--- src/inc/trip_pkg.sv ---
// Shared constants for the trip sensing and lockout block
package trip_pkg;
	// Clock and time base
	localparam int CLK_PERIOD_NS = 8;
	localparam int TICK_TIME_US = 1000;
	localparam int TICK_CYCLES = TICK_TIME_US * 1000 / CLK_PERIOD_NS;
	localparam int RESTORE_TIME_S = 2;
	localparam int WINDOW_TIME_S = 62;
	localparam int RESTORE_TICKS = RESTORE_TIME_S * 1000 * 1000 / TICK_TIME_US;
	localparam int WINDOW_TICKS = WINDOW_TIME_S * 1000 * 1000 / TICK_TIME_US;
	localparam int DEBOUNCE_TIME_US = 1000;
	localparam int DEBOUNCE_CYCLES = DEBOUNCE_TIME_US * 1000 / CLK_PERIOD_NS;
	localparam logic [1:0] SHOT_LIMIT = 2'h3;
	// Trip vector positions
	localparam int NUM_TRIPS = 8;
	localparam int TRIP_CAB = 0;
	localparam int TRIP_AIR = 1;
	localparam int TRIP_BIAS = 2;
	localparam int TRIP_AUX = 3;
	localparam int TRIP_HT = 4;
	localparam int TRIP_SCREEN = 5;
	localparam int TRIP_CATHODE = 6;
	localparam int TRIP_REVPWR = 7;
	// Conditioned pin vector positions
	localparam int NUM_PINS = 12;
	localparam int PIN_BIAS = 0;
	localparam int PIN_AUX = 1;
	localparam int PIN_HT = 2;
	localparam int PIN_SCREEN = 3;
	localparam int PIN_CATHODE = 4;
	localparam int PIN_REVPWR = 5;
	localparam int PIN_THERMO = 6;
	localparam int PIN_AIRSW = 7;
	localparam int PIN_SEQ = 8;
	localparam int PIN_LRST = 9;
	localparam int PIN_ICLR = 10;
	localparam int PIN_SUPOK = 11;
	// Register map, byte addresses
	localparam int ADDR_W = 4;
	localparam logic [3:0] REG_CTRL = 4'h0;
	localparam logic [3:0] REG_STATUS = 4'h4;
	localparam logic [3:0] REG_LIVE = 4'h8;
	localparam int CTRL_DIRECT_HT_BIT = 0;
	localparam logic CTRL_DIRECT_HT_RESET = 1'b0;
	localparam int ST_IND_LSB = 0;
	localparam int ST_TRIP_BIT = 8;
	localparam int ST_LOCK_BIT = 9;
	localparam int ST_CAB_BIT = 10;
	localparam int ST_SHOT_LSB = 11;
	localparam int LIVE_TRIP_LSB = 0;
	localparam int LIVE_NOAIR_BIT = 8;
	localparam int LIVE_SEQ_BIT = 9;
endpackage

--- src/core/contact_conditioner.sv ---
// Three-stage synchroniser and debounce filter for contact inputs
`timescale 1ns/1ps
module contact_conditioner
	import trip_pkg::*;
#(
	parameter int WIDTH = NUM_PINS,
	parameter int STABLE_CYCLES = DEBOUNCE_CYCLES
) (
	input wire logic mclk,
	input wire logic arst_n,
	input wire logic [WIDTH-1:0] raw,
	output logic [WIDTH-1:0] clean
);
	localparam int CW = $clog2(STABLE_CYCLES + 1);

	if (WIDTH < 1 || STABLE_CYCLES < 1) begin : g_check
		$error("contact_conditioner: WIDTH and STABLE_CYCLES must be at least 1");
	end

	typedef struct packed {
		logic [WIDTH-1:0] s1;
		logic [WIDTH-1:0] s2;
		logic [WIDTH-1:0] s3;
		logic [WIDTH-1:0] clean;
		logic [WIDTH-1:0][CW-1:0] cnt;
	} cond_type;

	cond_type st_reg;
	cond_type st_next;

	// Stage one feeds stage two only; stages two and three vote on a change
	always_comb begin
		st_next = st_reg;
		st_next.s1 = raw;
		st_next.s2 = st_reg.s1;
		st_next.s3 = st_reg.s2;
		for (int i = 0; i < WIDTH; i++) begin
			if (st_reg.s2[i] == st_reg.s3[i] && st_reg.s3[i] != st_reg.clean[i]) begin
				if (st_reg.cnt[i] == CW'(STABLE_CYCLES - 1)) begin
					st_next.clean[i] = st_reg.s3[i];
					st_next.cnt[i] = '0;
				end else begin
					st_next.cnt[i] = st_reg.cnt[i] + 1'b1;
				end
			end else begin
				st_next.cnt[i] = '0;
			end
		end
	end

	always_ff @(posedge mclk or negedge arst_n) begin
		if (!arst_n) begin
			st_reg <= '0;
		end else begin
			st_reg <= st_next;
		end
	end

	assign clean = st_reg.clean;
endmodule

--- src/core/trip_sense_lockout.sv ---
// Trip sensing, three-shot restoration and lockout with Avalon-MM registers
`timescale 1ns/1ps
// What this block does
// - Watch eight trip sources: cabinet, air, bias, aux, HT, screen, cathode, reverse power.
// - Any sensed trip commands the high-tension supply off.
// - About two seconds after a trip, release the HT inhibit if clear.
// - Three restoration attempts; the next trip locks out until manual reset.
// - Cabinet over-temperature turns everything off and locks out directly.
// - Each trip lights its own indicator, held until manually cleared.
// - Optional setting: an HT supplies trip locks out after one trip.
// - Supplies-normal low clears indicators and lockout state.
// - Thermostat opening sets cabinet latch and raises high cabinet temperature command.
// - Cabinet latch feeds trip gate, sets lockout with trip sensed, lights indicator.
// - Cabinet latch clears on reclosed thermostat plus lockout reset or supplies-normal low.
// - Air status output mirrors airflow switch: high means no air.
// - Standby arms air-fail latch set; airflow closing clears it.
// - In standby no air-fail trip or indication is produced.
// - Airflow loss after closure with aux on trips and lights air indicator.
// - Persisting air failure keeps retriggering until lockout.
// - Airflow recovery withdraws the air trip; indicator stays lit.
// - Trip sensed drives the trip/lockout output high.
// - Restoration clears trip sensed only when no trip is then present.
// - 62 seconds without a restoration attempt clears the attempt counter.
module trip_sense_lockout
	import trip_pkg::*;
#(
	parameter int PRESCALE_CYCLES = TICK_CYCLES,
	parameter int RESTORE_COUNT = RESTORE_TICKS,
	parameter int WINDOW_COUNT = WINDOW_TICKS,
	parameter int STABLE_CYCLES = DEBOUNCE_CYCLES
) (
	input wire logic mclk,
	input wire logic arst_n,
	input wire logic [ADDR_W-1:0] avs_address,
	input wire logic avs_read,
	input wire logic avs_write,
	input wire logic [31:0] avs_writedata,
	input wire logic [3:0] avs_byteenable,
	output logic [31:0] avs_readdata,
	output logic avs_waitrequest,
	input wire logic bias_fail_in,
	input wire logic aux_fail_in,
	input wire logic ht_trip_in,
	input wire logic screen_trip_in,
	input wire logic cathode_trip_in,
	input wire logic reverse_power_trip_in,
	input wire logic thermostat_in,
	input wire logic airflow_switch_in,
	input wire logic sequence_position_in,
	input wire logic lockout_reset_in,
	input wire logic indicator_clear_switch,
	input wire logic supplies_normal_in,
	output logic trip_lockout_out,
	output logic high_cabinet_temp_cmd,
	output logic air_status_out,
	output logic lockout_latched_state,
	output logic [NUM_TRIPS-1:0] fault_indicator
);
	localparam int PW = $clog2(PRESCALE_CYCLES + 1);
	localparam int RW = $clog2(RESTORE_COUNT + 1);
	localparam int WW = $clog2(WINDOW_COUNT + 1);

	if (PRESCALE_CYCLES < 1 || RESTORE_COUNT < 1 || WINDOW_COUNT < 1) begin : g_check
		$error("trip_sense_lockout: timer counts must be at least 1");
	end

	typedef struct packed {
		logic [NUM_TRIPS-1:0] ind;
		logic cab;
		logic air_shut;
		logic trip;
		logic lock;
		logic [1:0] shots;
		logic [PW-1:0] pre;
		logic [RW-1:0] rcnt;
		logic [WW-1:0] wcnt;
		logic win;
		logic lrst_q;
		logic iclr_q;
		logic direct;
		logic ht_off;
		logic cab_cmd;
		logic no_air_q;
		logic ack;
		logic [31:0] rdata;
	} state_type;

	state_type st_reg;
	state_type st_next;
	logic [NUM_PINS-1:0] pins_raw;
	logic [NUM_PINS-1:0] pins;
	logic [NUM_TRIPS-1:0] trips;
	logic any_trip;
	logic tick;
	logic shot;
	logic lrst_ev;
	logic iclr_ev;
	logic sup_clr;
	logic aux_on;
	logic no_air;
	logic air_fail;
	logic lock_set;
	logic bus_req;
	logic [31:0] rd_mux;

	assign pins_raw[PIN_BIAS] = bias_fail_in;
	assign pins_raw[PIN_AUX] = aux_fail_in;
	assign pins_raw[PIN_HT] = ht_trip_in;
	assign pins_raw[PIN_SCREEN] = screen_trip_in;
	assign pins_raw[PIN_CATHODE] = cathode_trip_in;
	assign pins_raw[PIN_REVPWR] = reverse_power_trip_in;
	assign pins_raw[PIN_THERMO] = thermostat_in;
	assign pins_raw[PIN_AIRSW] = airflow_switch_in;
	assign pins_raw[PIN_SEQ] = sequence_position_in;
	assign pins_raw[PIN_LRST] = lockout_reset_in;
	assign pins_raw[PIN_ICLR] = indicator_clear_switch;
	assign pins_raw[PIN_SUPOK] = supplies_normal_in;

	// Contacts bounce for milliseconds; nothing below sees a raw pin
	contact_conditioner #(
		.WIDTH(NUM_PINS),
		.STABLE_CYCLES(STABLE_CYCLES)
	) u_cond (
		.mclk(mclk),
		.arst_n(arst_n),
		.raw(pins_raw),
		.clean(pins)
	);

	assign sup_clr = ~pins[PIN_SUPOK];
	assign aux_on = pins[PIN_SEQ];
	assign no_air = pins[PIN_AIRSW];
	assign lrst_ev = pins[PIN_LRST] & ~st_reg.lrst_q;
	assign iclr_ev = pins[PIN_ICLR] & ~st_reg.iclr_q;
	// Air fail only once the switch has closed with auxiliaries on
	assign air_fail = aux_on & ~st_reg.air_shut & no_air;

	// A reset that clears the cabinet latch must not relock on the latch's stale value
	assign trips[TRIP_CAB] = st_reg.cab & ~(~pins[PIN_THERMO] & (lrst_ev | sup_clr));
	assign trips[TRIP_AIR] = air_fail;
	assign trips[TRIP_BIAS] = pins[PIN_BIAS];
	assign trips[TRIP_AUX] = pins[PIN_AUX];
	assign trips[TRIP_HT] = pins[PIN_HT];
	assign trips[TRIP_SCREEN] = pins[PIN_SCREEN];
	assign trips[TRIP_CATHODE] = pins[PIN_CATHODE];
	assign trips[TRIP_REVPWR] = pins[PIN_REVPWR];
	assign any_trip = |trips;

	assign tick = st_reg.pre == PW'(PRESCALE_CYCLES - 1);
	assign shot = st_reg.trip & tick & (st_reg.rcnt == RW'(RESTORE_COUNT - 1));
	assign lock_set = st_reg.trip & (trips[TRIP_CAB]
		| (st_reg.direct & trips[TRIP_HT])
		| (any_trip & (st_reg.shots == SHOT_LIMIT)));
	assign bus_req = avs_read | avs_write;

	always_comb begin
		rd_mux = '0;
		if (avs_address == REG_CTRL) begin
			rd_mux[CTRL_DIRECT_HT_BIT] = st_reg.direct;
		end else if (avs_address == REG_STATUS) begin
			rd_mux[ST_IND_LSB +: NUM_TRIPS] = st_reg.ind;
			rd_mux[ST_TRIP_BIT] = st_reg.trip;
			rd_mux[ST_LOCK_BIT] = st_reg.lock;
			rd_mux[ST_CAB_BIT] = st_reg.cab;
			rd_mux[ST_SHOT_LSB +: 2] = st_reg.shots;
		end else if (avs_address == REG_LIVE) begin
			rd_mux[LIVE_TRIP_LSB +: NUM_TRIPS] = trips;
			rd_mux[LIVE_NOAIR_BIT] = no_air;
			rd_mux[LIVE_SEQ_BIT] = aux_on;
		end
	end

	always_comb begin
		st_next = st_reg;
		st_next.pre = tick ? '0 : st_reg.pre + 1'b1;
		st_next.lrst_q = pins[PIN_LRST];
		st_next.iclr_q = pins[PIN_ICLR];
		st_next.no_air_q = no_air;
		// Standby re-arms; closure of the air switch disarms the shutdown latch
		if (!aux_on) begin
			st_next.air_shut = 1'b1;
		end else if (!no_air) begin
			st_next.air_shut = 1'b0;
		end
		// Thermostat opening wins over a simultaneous reset
		if (pins[PIN_THERMO]) begin
			st_next.cab = 1'b1;
		end else if (lrst_ev | sup_clr) begin
			st_next.cab = 1'b0;
		end
		// Indicators: new trips win over the clear
		if (iclr_ev | sup_clr) begin
			st_next.ind = trips;
		end else begin
			st_next.ind = st_reg.ind | trips;
		end
		// Restoration delay runs only while a trip is held
		if (!st_reg.trip) begin
			st_next.rcnt = '0;
		end else if (tick) begin
			st_next.rcnt = shot ? '0 : st_reg.rcnt + 1'b1;
		end
		if (any_trip) begin
			st_next.trip = 1'b1;
		end else if (shot | lrst_ev | sup_clr) begin
			st_next.trip = 1'b0;
		end
		// Attempt counter and its quiet window
		if (shot) begin
			st_next.win = 1'b1;
			st_next.wcnt = '0;
			if (st_reg.shots != SHOT_LIMIT) begin
				st_next.shots = st_reg.shots + 1'b1;
			end
		end else if (lrst_ev | sup_clr) begin
			st_next.win = 1'b0;
			st_next.shots = '0;
		end else if (st_reg.win & tick) begin
			if (st_reg.wcnt == WW'(WINDOW_COUNT - 1)) begin
				st_next.win = 1'b0;
				st_next.shots = '0;
			end else begin
				st_next.wcnt = st_reg.wcnt + 1'b1;
			end
		end
		if (lock_set) begin
			st_next.lock = 1'b1;
		end else if (lrst_ev | sup_clr) begin
			st_next.lock = 1'b0;
		end
		st_next.ht_off = st_next.trip | st_next.lock;
		st_next.cab_cmd = st_next.cab;
		// Bus: one wait cycle, read data captured in it, write applied after
		st_next.ack = bus_req & ~st_reg.ack;
		if (avs_read & ~st_reg.ack) begin
			st_next.rdata = rd_mux;
		end
		if (avs_write & st_reg.ack & (avs_address == REG_CTRL) & avs_byteenable[0]) begin
			st_next.direct = avs_writedata[CTRL_DIRECT_HT_BIT];
		end
	end

	always_ff @(posedge mclk or negedge arst_n) begin
		if (!arst_n) begin
			st_reg <= '0;
			st_reg.air_shut <= 1'b1;
			st_reg.direct <= CTRL_DIRECT_HT_RESET;
		end else begin
			st_reg <= st_next;
		end
	end

	assign avs_waitrequest = bus_req & ~st_reg.ack;
	assign avs_readdata = st_reg.rdata;
	assign trip_lockout_out = st_reg.ht_off;
	assign high_cabinet_temp_cmd = st_reg.cab_cmd;
	assign air_status_out = st_reg.no_air_q;
	assign lockout_latched_state = st_reg.lock;
	assign fault_indicator = st_reg.ind;
endmodule

--- config.mk ---
export PLATFORM = sky130hd
export DESIGN_NAME = trip_sense_lockout
export DESIGN_NICKNAME = d
export VERILOG_FILES = /design/src/inc/trip_pkg.sv /design/src/core/contact_conditioner.sv /design/src/core/trip_sense_lockout.sv
export SDC_FILE = /design/constraint.sdc
export NUM_CORES = 1
export LEC_CHECK = 0
export BUFFER_PORTS_ARGS = -buffer_cell sky130_fd_sc_hd__buf_4
export CAP_MARGIN = 10
export CORE_MARGIN = 2
export CORE_UTILIZATION = 30
export CTS_BUF_LIST = sky130_fd_sc_hd__clkbuf_2 sky130_fd_sc_hd__clkbuf_4 sky130_fd_sc_hd__clkbuf_8
export CTS_CLUSTER_SIZE = 25
export DETAILED_ROUTE_END_ITERATION = 8
export PLACE_DENSITY = 0.5
export SLEW_MARGIN = 20
export SYNTH_ARGS = -nofsm -noshare
export SYNTH_HDL_FRONTEND = slang
export SYNTH_SLANG_ARGS = --single-unit
--- constraint.sdc ---
create_clock -name mclk -period 2.19 [get_ports mclk]
set_input_delay 0.438 -clock mclk [delete_from_list [all_inputs] [get_ports mclk]]
set_output_delay 0.438 -clock mclk [all_outputs]
set_load 0.02 [all_outputs]
# Word level (Yosys, flattened, before mapping)
# Index checks and enable logic that the tools add are counted.
[word_totals] ff_bits=330 latchBits=0 mem_bits_rw=0 rom_bits=0 in_bits=56 output_inout_bits=45 n_memories=0
[classes] add_sub_neg=16 n_mul=0 div_mod_pow=0 magnitude_cmp=0 n_eq_ne=48 shifts=0 muxes=53 bitwise=33 n_reduce_logical=33
[op_table] cell="17-bit 2-to-1 mux" count=27
[op_table] cell="17-bit by 1-bit adder with 17-bit output (second input constant)" count=13
[op_table] cell="17-bit equality test (second input constant)" count=13
[op_table] cell="11-bit 2-to-1 mux" count=3
[op_table] cell="16-bit 2-to-1 mux" count=2
[op_table] cell="2-bit AND reduction" count=13
[op_table] cell="10-bit 2-to-1 mux" count=2
[op_table] cell="1-bit AND" count=17
[op_table] cell="16-bit by 1-bit adder with 16-bit output (second input constant)" count=1
[op_table] cell="16-bit equality test (second input constant)" count=1
[op_table] cell="1-bit equality test" count=12
[op_table] cell="1-bit logical AND" count=12
[op_table] cell="12-bit 2-to-1 mux" count=1
[op_table] cell="1-bit != test" count=12
[op_table] cell="11-bit by 1-bit adder with 11-bit output (second input constant)" count=1
[op_table] cell="11-bit equality test (second input constant)" count=1
[op_table] cell="1-bit 2-to-1 mux" count=11
[op_table] cell="2-bit 2-to-1 mux" count=5
[op_table] cell="8-bit 2-to-1 mux" count=1
[op_table] cell="2-bit != test (second input constant)" count=4
[op_table] cell="1-bit OR" count=8
[op_table] cell="8-bit OR" count=1
[op_table] cell="8-bit OR reduction" count=1
[op_table] cell="1-bit inverter" count=7
[op_table] cell="other kinds (10)" count=14

# Longest topological paths before layout
# Gate-level depths: netlist (run 1).
[depth] word_depth=12 mapped_depth=8 ltp_nobuf=6

# By module
# A second synthesis (run 1) with hierarchy kept.
[hier_totals] cells_unflattened=1584 area_unflattened_um2=15807.7
[by_module_without_submodules] module="contact_conditioner" n_inst=1 cells_per_inst=1177 area_each_um2=11800.1 seq_area_each_um2=6306.0
[by_module_without_submodules] module="trip_sense_lockout" n_inst=1 cells_per_inst=407 area_each_um2=4007.6 seq_area_each_um2=1953.1

# Worst setup path before layout (run 1)
# No wires, ideal clock.
[synth_path] kind="register -> register" from="reg st_reg[67] (netlist name)" to="reg st_reg (netlist bit trip_lockout_out)" setup_ns=0.124 arrival_time_ns=2.160 required_ns=2.066 setup_slack_ns=-0.094 stages_incl_launch_ff=7 n_path_buf=0 period_less_slack_ns=2.284 path_cell_list="dfrtp_1 > ha_1 > or4b_1 > nor4_4 > nand2_1 > a311o_1 > or2_1"
[synth_rtl] item="start, declared" line_no="trip_sense_lockout.sv:88" source="state_type st_reg;"
[synth_rtl] item="start signal, assigned" line_no="trip_sense_lockout.sv:249" source="st_reg <= st_next;"

# Final worst setup path (run 1)
[layout_path] from="reg st_reg[75] (netlist name)" to="reg st_reg[39] (netlist name)"
[layout_via] elab_chain_cells=5 elab_cells_between_ends=8
[layout_rtl] item="17-bit equality test (*)" line_no="trip_sense_lockout.sv:149" source="assign tick = st_reg.pre == PW'(PRESCALE_CYCLES - 1);"
[layout_rtl] item="1-bit AND (2 in series)" line_no="trip_sense_lockout.sv:150" source="assign shot = st_reg.trip & tick & (st_reg.rcnt == RW'(RESTORE_COUNT - 1));"
[layout_rtl] item="3-bit nonzero test (no line)"
[layout_rtl] item="2-bit AND reduction (no line)"
# Mark *: on every way between the ends. The rest lies on a longest branch, timed or not.
# A chain may end at the register's enable or synchronous reset.

==> results of run 1 <==
## metal layers
metal | part of all wire, % | vias to the layer above
li1 | - | 5489
met1 | 49 | 5362
met2 | 45 | 136
met3 | 3.7 | 55
met4 | 2.3 | 0
met5 | 0 | -
## placed cells by master, fill, tap and decap left out, drive strengths merged, types with 4 or more instances in the layout
cell	count
dfrtp	329
and3	37
xnor2	65
nor2b	4
a21oi	18
ha	16
a21boi	4
clkinv	12
nand4	53
nor4	20
nand2	135
clkbuf	94
nand3	93
bufinv	5
or3	17
and4	18
nand3b	12
or4	22
a21o	7
o21a	6
o211ai	8
o21ai	47
or4b	5
inv	28
or2	8
nor3	30
dlygate4sd3	14
nand2b	10
nor2	274
conb	19
buf	133
a22oi	9
xor2	138
and2	4
nor4b	6
nand4b	4
## cell families after synthesis
| logic type | Yosys count |
|---|---|
| compound gates | 117 |
| xor+xnor | 203 |
| fa+ha+maj | 16 |
| buf+inv | 103 |
| flops | 330 |
| mux | 3 |
| other cells | 1 |
| simple gates | 755 |
## power breakdown
part,switching [mW],internal [mW]
logic,0.281,0.125
clock network,2.65,4.00
registers,0.0488,6.16
## critical path: cells and delay by family (launching register included)
kind / cells / cell delay (ns)
AO/OA/AOI/OAI: 1 / 0.16
buffers and inverters: 3 / 0.29
flip-flops: 1 / 0.37
AND/OR/NAND/NOR: 3 / 1.33
## area by class of cell
class	count	share of cell area, %
Sequential cell	330	44.6
Multi-Input combinational cell	1113	35.8
Timing Repair Buffer	147	6.97
Clock buffer	94	6.35
Tap cell	672	4.54
Clock inverter	18	1.20
Inverter	28	0.581
## worst paths after layout
path	slack, ns	startpoint	end	cells past startpoint
setup / recovery	-0.08	st_reg[75]	st_reg[39]	7
hold / removal	0.14	avs_write	st_reg[32]	3
setup reg to reg	-0.08	st_reg[75]	st_reg[39]	7
hold reg to reg	0.35	u_cond.st_next[231]	u_cond.st_next[219]	0
max in group asynchronous	1.13	arst_n	u_cond.st_reg[73]	3
min in group asynchronous	0.30	arst_n	u_cond.st_reg[114]	2
## timing repair
action / 4_1_cts / 5_1_grt
pin swaps: 7 / 2
buffers inserted: 6 / 1
setup endpoints to repair: 11 / 63
endpoints found under the hold margin: 50 / 0
hold buffers: 14 / 0
gates resized for setup: 5 / 18
gates cloned: 1 / 0
==> qor.csv, run 1 <==
stage;metric;value;unit
synth;count leader, synth;dfrtp_1;
cells_and_area;Largest register FFs;216;
sta;setup violators final;1;
detailed_routing;wire length per cell after detailed routing;13.5;um
die;die area;52700;um2
synth;Synth Flop Type;dfrtp_1;
synth;share of Yosys cell area claimed by the top area cell type;53.9;%
synth;count of flip-flops with a built-in enable after synthesis;0;
detailed_routing;antenna-violating nets left;0;
grt;largest net degree at the start of global routing;56;
die;vertical die dimension;230;um
synth;leading post-synthesis cells by instance count;329 x dfrtp_1, 274 x nor2_1, 138 x xor2_1;
synth;dominant combinational cell family by area after synthesis;simple AND/OR/NAND/NOR gates;
grt;busiest layer in global routing;met2;
synth;Seq/Total Area, Yosys;54.1;%
synth;leading cell types by total area after synthesis;dfrtp_1 54%, xor2_1 7.9%, nor2_1 6.7%;
grt;GRT met3 Usage;2.45;%
synth;cell taking the most area after synthesis;dfrtp_1;
synth;adder and majority cell fraction of the synthesized area;1.31;%
sta;Tcrit/Tclk final;104;%
detailed_routing;number of vias per cell after detailed routing;4.60;
grt;met2 track utilization from global routing;19.8;%
cells_and_area;non-filler cells in the finished layout;2402;
grt;Total GRT Usage;12.7;%
placement;count of input and output buffers;47;
placement;final estimated routing congestion in global placement;0.783;
power;worst-case vdd ir drop;0.000440;V
cells_and_area;final net count;1751;
critical_path;Critical Path AT;2.79;ns
die;# IOs;101;
synth;synth warn;0;
cells_and_area;area taken by multi-input logic gates;6620;um2
hold_path;worst min-delay path class;input pin to flop;
critical_path;Data required, critical path;2.71;ns
detailed_routing;DRC Markers;0;
grt;antenna violations before repair;0;
synth;Cells after Synth;1528;
cells_and_area;core utilization of the finished layout;36.9;%
grt;via count of the first global-routing pass;11100;
placement;placed cell areas;16800;um2
critical_path;Critical Path Source Type;flop;
flow_run;total of max-cap violations;0;
synth;number of synthesized register bits;330;
clocking;maximum root-to-sink buffer count;3;
outcome;result of the run;complete, but fails checks;
critical_path;Critical Path Fanout Max;7;
clocking;TritonCTS clock tree;done;
critical_path;highest cell delay on the worst timing path;0.55;ns
sta;min cycle time layout;2.27;ns
outcome;violations in the final reports;negative setup slack;
placement;placed cell count;2268;
die;Initial Utilization;30.4;%
critical_path;endpoint type of the worst setup path;flop;
sta;setup repair after global routing missed its margin;yes;
synth;number of distinct library cells after synthesis;62;
clocking;number of sinks driven by the clock tree;330;
cells_and_area;diode count;0;
detailed_routing;number of vias in the routed layout;11000;
detailed_routing;initial DRC count;420;
synth;proportion of synthesized flip-flops having asynchronous set or reset;100;%
cells_and_area;area added between synthesis and finish;21.2;%
power;power density over the cells;716;nW/um2
die;FP Rows;82;
synth;post-synthesis share of cell area spent on and, or, nand and nor gates;24.3;%
synth;Syn Area/Cell;9.99;um2
clocking;CTS H-tree depth;2;
critical_path;crit-path cells;or4b_4 -> nor4_4 -> buf_6 -> buf_12 -> inv_4 -> or4_1 -> a21o_1;
sta;final hold violation count;0;
sta;worst-case headroom to the max-slew limit;62.5;%
cells_and_area;total non-filler cell area in the finished layout;18500;um2
critical_path;Crit Path Class;flop to flop;
power;sum of internal, switching and leakage power;13.3;mW
detailed_routing;Final Routed Wirelength;32500;um
grt;Congestion Overflow GR;0;
grt;first-pass GRT wire length;55700;um
sta;Layout Skew;0.0194;ns
sta;Fmax achieved;441;MHz
placement;half-perimeter wire length after placement;21800;um
sta;max-slew violation count;0;
die;horizontal extent of the die;230;um
cells_and_area;share of cells above drive strength 1;16.1;%
synth;post-synthesis mux area share;0.213;%
die;core region area;50200;um2
cells_and_area;Seq. cell area;8260;um2
placement;Post-Place Worst Slack;-0.120;ns
synth;xor and xnor area share after synthesis;11.6;%
grt;global-route track usage on met1;17.6;%
clocking;Clock Pin Slew Worst Setup and Hold Paths;0.06;ns
power;leakage dissipation;8.14;nW
synth;compound-gate portion of the synthesized area;4.83;%
clocking;worst-skew pair later-pin latency;0.65;ns
sta;Hold Slack;0.136;ns
sta;transition time of the tightest slew-check pin;0.562;ns
detailed_routing;iteration count of the initial detailed-routing pass;5;
critical_path;cell with the largest stage delay on the worst path;or4b_4;
sta;Total Neg Setup Slack;-0.0772;ns
sta;final worst-path setup slack;-0.0772;ns
clocking;root buffer cell;clkbuf_8;
cells_and_area;final-layout fill cell count;5081;
clocking;CTS Buf Count;59;
synth;post-synthesis instance area;15300;um2
Power figures use the tool's default switching activity.
==> run 2, diff against run 1 <==
- REMOVE_ABC_BUFFERS: not set -> 1
==> qor.csv, run 2 (synthesis gave the netlist of run 1 again) <==
stage;metric;value;unit;change
power;sum of internal, switching and leakage power;12.5;mW;-5.5%
sta;transition time of the tightest slew-check pin;0.588;ns;+0.0257 ns
cells_and_area;Largest register FFs;216;;unchanged
sta;max-slew violation count;0;;unchanged
sta;worst-case headroom to the max-slew limit;60.5;%;-1.9 points
critical_path;endpoint type of the worst setup path;flop;;
clocking;Clock Pin Slew Worst Setup and Hold Paths;0.06;ns;about the same
die;horizontal extent of the die;230;um;unchanged
critical_path;crit-path cells;or4b_4 -> nor4_4 -> buf_4 -> inv_2 -> or4_1 -> a21o_1;;
cells_and_area;total non-filler cell area in the finished layout;18400;um2;-0.62%
critical_path;highest cell delay on the worst timing path;0.55;ns;about the same
grt;Total GRT Usage;12.6;%;-0.089 points
power;leakage dissipation;8.04;nW;-1.3%
critical_path;Crit Path Class;flop to flop;;
cells_and_area;core utilization of the finished layout;36.7;%;-0.23 points
outcome;result of the run;complete, but fails checks;;
critical_path;Critical Path Fanout Max;3;;-4
grt;global-route track usage on met1;17.0;%;-0.66 points
cells_and_area;share of cells above drive strength 1;16.4;%;+0.30 points
die;core region area;50200;um2;unchanged
clocking;maximum root-to-sink buffer count;3;;unchanged
cells_and_area;final net count;1748;;-0.17%
die;vertical die dimension;230;um;unchanged
critical_path;cell family contributing the most delay on the critical path;simple AND/OR/NAND/NOR gates;;
power;worst-case vdd ir drop;0.000414;V;-6.1%
detailed_routing;initial DRC count;561;;+34%
grt;Congestion Overflow GR;0;;unchanged
placement;count of input and output buffers;47;;unchanged
hold_path;worst min-delay path class;input pin to flop;;
sta;final worst-path setup slack;-0.0527;ns;+0.0246 ns
clocking;number of sinks driven by the clock tree;330;;unchanged
placement;half-perimeter wire length after placement;22200;um;+1.6%
sta;Tcrit/Tclk final;102;%;-1.1 points
die;# IOs;101;;unchanged
grt;via count of the first global-routing pass;11200;;+1.1%
critical_path;cell with the largest stage delay on the worst path;or4b_4;;
placement;placed cell count;2263;;-0.22%
sta;min cycle time layout;2.24;ns;-0.0246 ns
detailed_routing;number of vias per cell after detailed routing;4.59;;-0.13%
grt;first-pass GRT wire length;55200;um;-0.94%
die;die area;52700;um2;unchanged
detailed_routing;wire length per cell after detailed routing;13.6;um;+0.64%
power;power density over the cells;681;nW/um2;-4.9%
die;Initial Utilization;30.4;%;unchanged
flow_run;total of max-cap violations;0;;unchanged
clocking;CTS H-tree depth;2;;unchanged
critical_path;Data required, critical path;2.72;ns;about the same
grt;busiest layer in global routing;met2;;
clocking;CTS Buf Count;58;;-1.7%
sta;Fmax achieved;446;MHz;+1.1%
die;FP Rows;82;;unchanged
cells_and_area;most frequent standard cell in the layout excluding fill and tap cells;dfrtp_1;;
cells_and_area;non-filler cells in the finished layout;2389;;-0.54%
cells_and_area;diode count;0;;unchanged
outcome;violations in the final reports;negative setup slack;;
sta;Layout Skew;0.0250;ns;+0.00564 ns
detailed_routing;Final Routed Wirelength;32500;um;about the same
placement;final estimated routing congestion in global placement;0.785;;+0.22%
sta;Total Neg Setup Slack;-0.0872;ns;-0.00998 ns
detailed_routing;number of vias in the routed layout;11000;;-0.67%
placement;placed cell areas;16800;um2;-0.36%
sta;final hold violation count;0;;unchanged
clocking;worst-skew pair later-pin latency;0.64;ns;about the same
cells_and_area;area added between synthesis and finish;20.5;%;
sta;setup repair after global routing missed its margin;yes;;
detailed_routing;iteration count of the initial detailed-routing pass;6;;+1
detailed_routing;DRC Markers;0;;unchanged
grt;largest net degree at the start of global routing;56;;unchanged
critical_path;WP buf/inv;2;;-1
cells_and_area;leading cell types in the layout, fill and taps excluded;329 x dfrtp_1, 269 x nor2_1, 137 x xor2_1;;
clocking;root buffer cell;clkbuf_8;;
grt;met2 track utilization from global routing;20.0;%;+0.21 points
grt;antenna violations before repair;0;;unchanged
critical_path;Critical Path AT;2.77;ns;-0.02 ns
clocking;TritonCTS clock tree;done;;
critical_path;Critical Path Source Type;flop;;
grt;GRT met3 Usage;3.03;%;+0.57 points
detailed_routing;antenna-violating nets left;0;;unchanged
sta;setup violators final;3;;+2
==> run 2: layout make-up <==
class,count,area (um2)
Timing Repair Buffer,145,1260
Multi-Input combinational cell,1113,6710
Fill cell,5076,31800
Clock inverter,8,67.6
Clock buffer,93,1150
Inverter,28,105
Tap cell,672,841
Sequential cell,330,8260
==> run 2: report_power, final <==
group	internal [mW]	leakage (nW)	switching, mW
clock network	3.42	0.655	2.50
registers	6.16	4.50	0.0493
logic	0.122	2.89	0.278
==> run 2: worst min-delay path: stages <==
cell and delay (ns):
buf_4 0.08, nor2_1 0.04, nor2_1 0.12
==> run 2: layer usage <==
metal / vias up / part of all wire [%]
met5: - / 0
met4: 0 / 2.2
met3: 66 / 4.3
met2: 136 / 46
met1: 5290 / 48
li1: 5476 / -
==> run 2: worst paths after layout <==
| check | from | end | slack [ns] | cells after the start |
|---|---|---|---|---|
| setup / recovery | st_reg[75] | st_reg[39] | -0.05 | 6 |
| hold / removal | avs_read | st_reg[32] | 0.11 | 3 |
| setup reg to reg | st_reg[75] | st_reg[39] | -0.05 | 6 |
| hold reg to reg | u_cond.st_next[236] | u_cond.st_next[224] | 0.34 | 0 |
| max in group asynchronous | arst_n | u_cond.st_reg[185] | 1.08 | 3 |
| min in group asynchronous | arst_n | u_cond.st_next[235] | 0.34 | 2 |
==> run 2: metrics by stage <==
stage / hold WS [ns] / setup slack [ns]
finish: 0.108 / -0.0527
global placement: 0.334 / -0.0857
detailed placement: 0.335 / -0.124
CTS: 0.0490 / -0.0652
floorplan: 0.142 / -1.01
global route: 0.0657 / -0.182
==> run 2: what timing repair did <==
item                                    4_1_cts  5_1_grt
endpoints found under the setup margin       16       43
resized for setup                            13       36
pin swaps                                     4       16
hold buffers                                 14        0
setup buffers                                 8        4
endpoints found under the hold margin        59        0
cloned                                        0        0
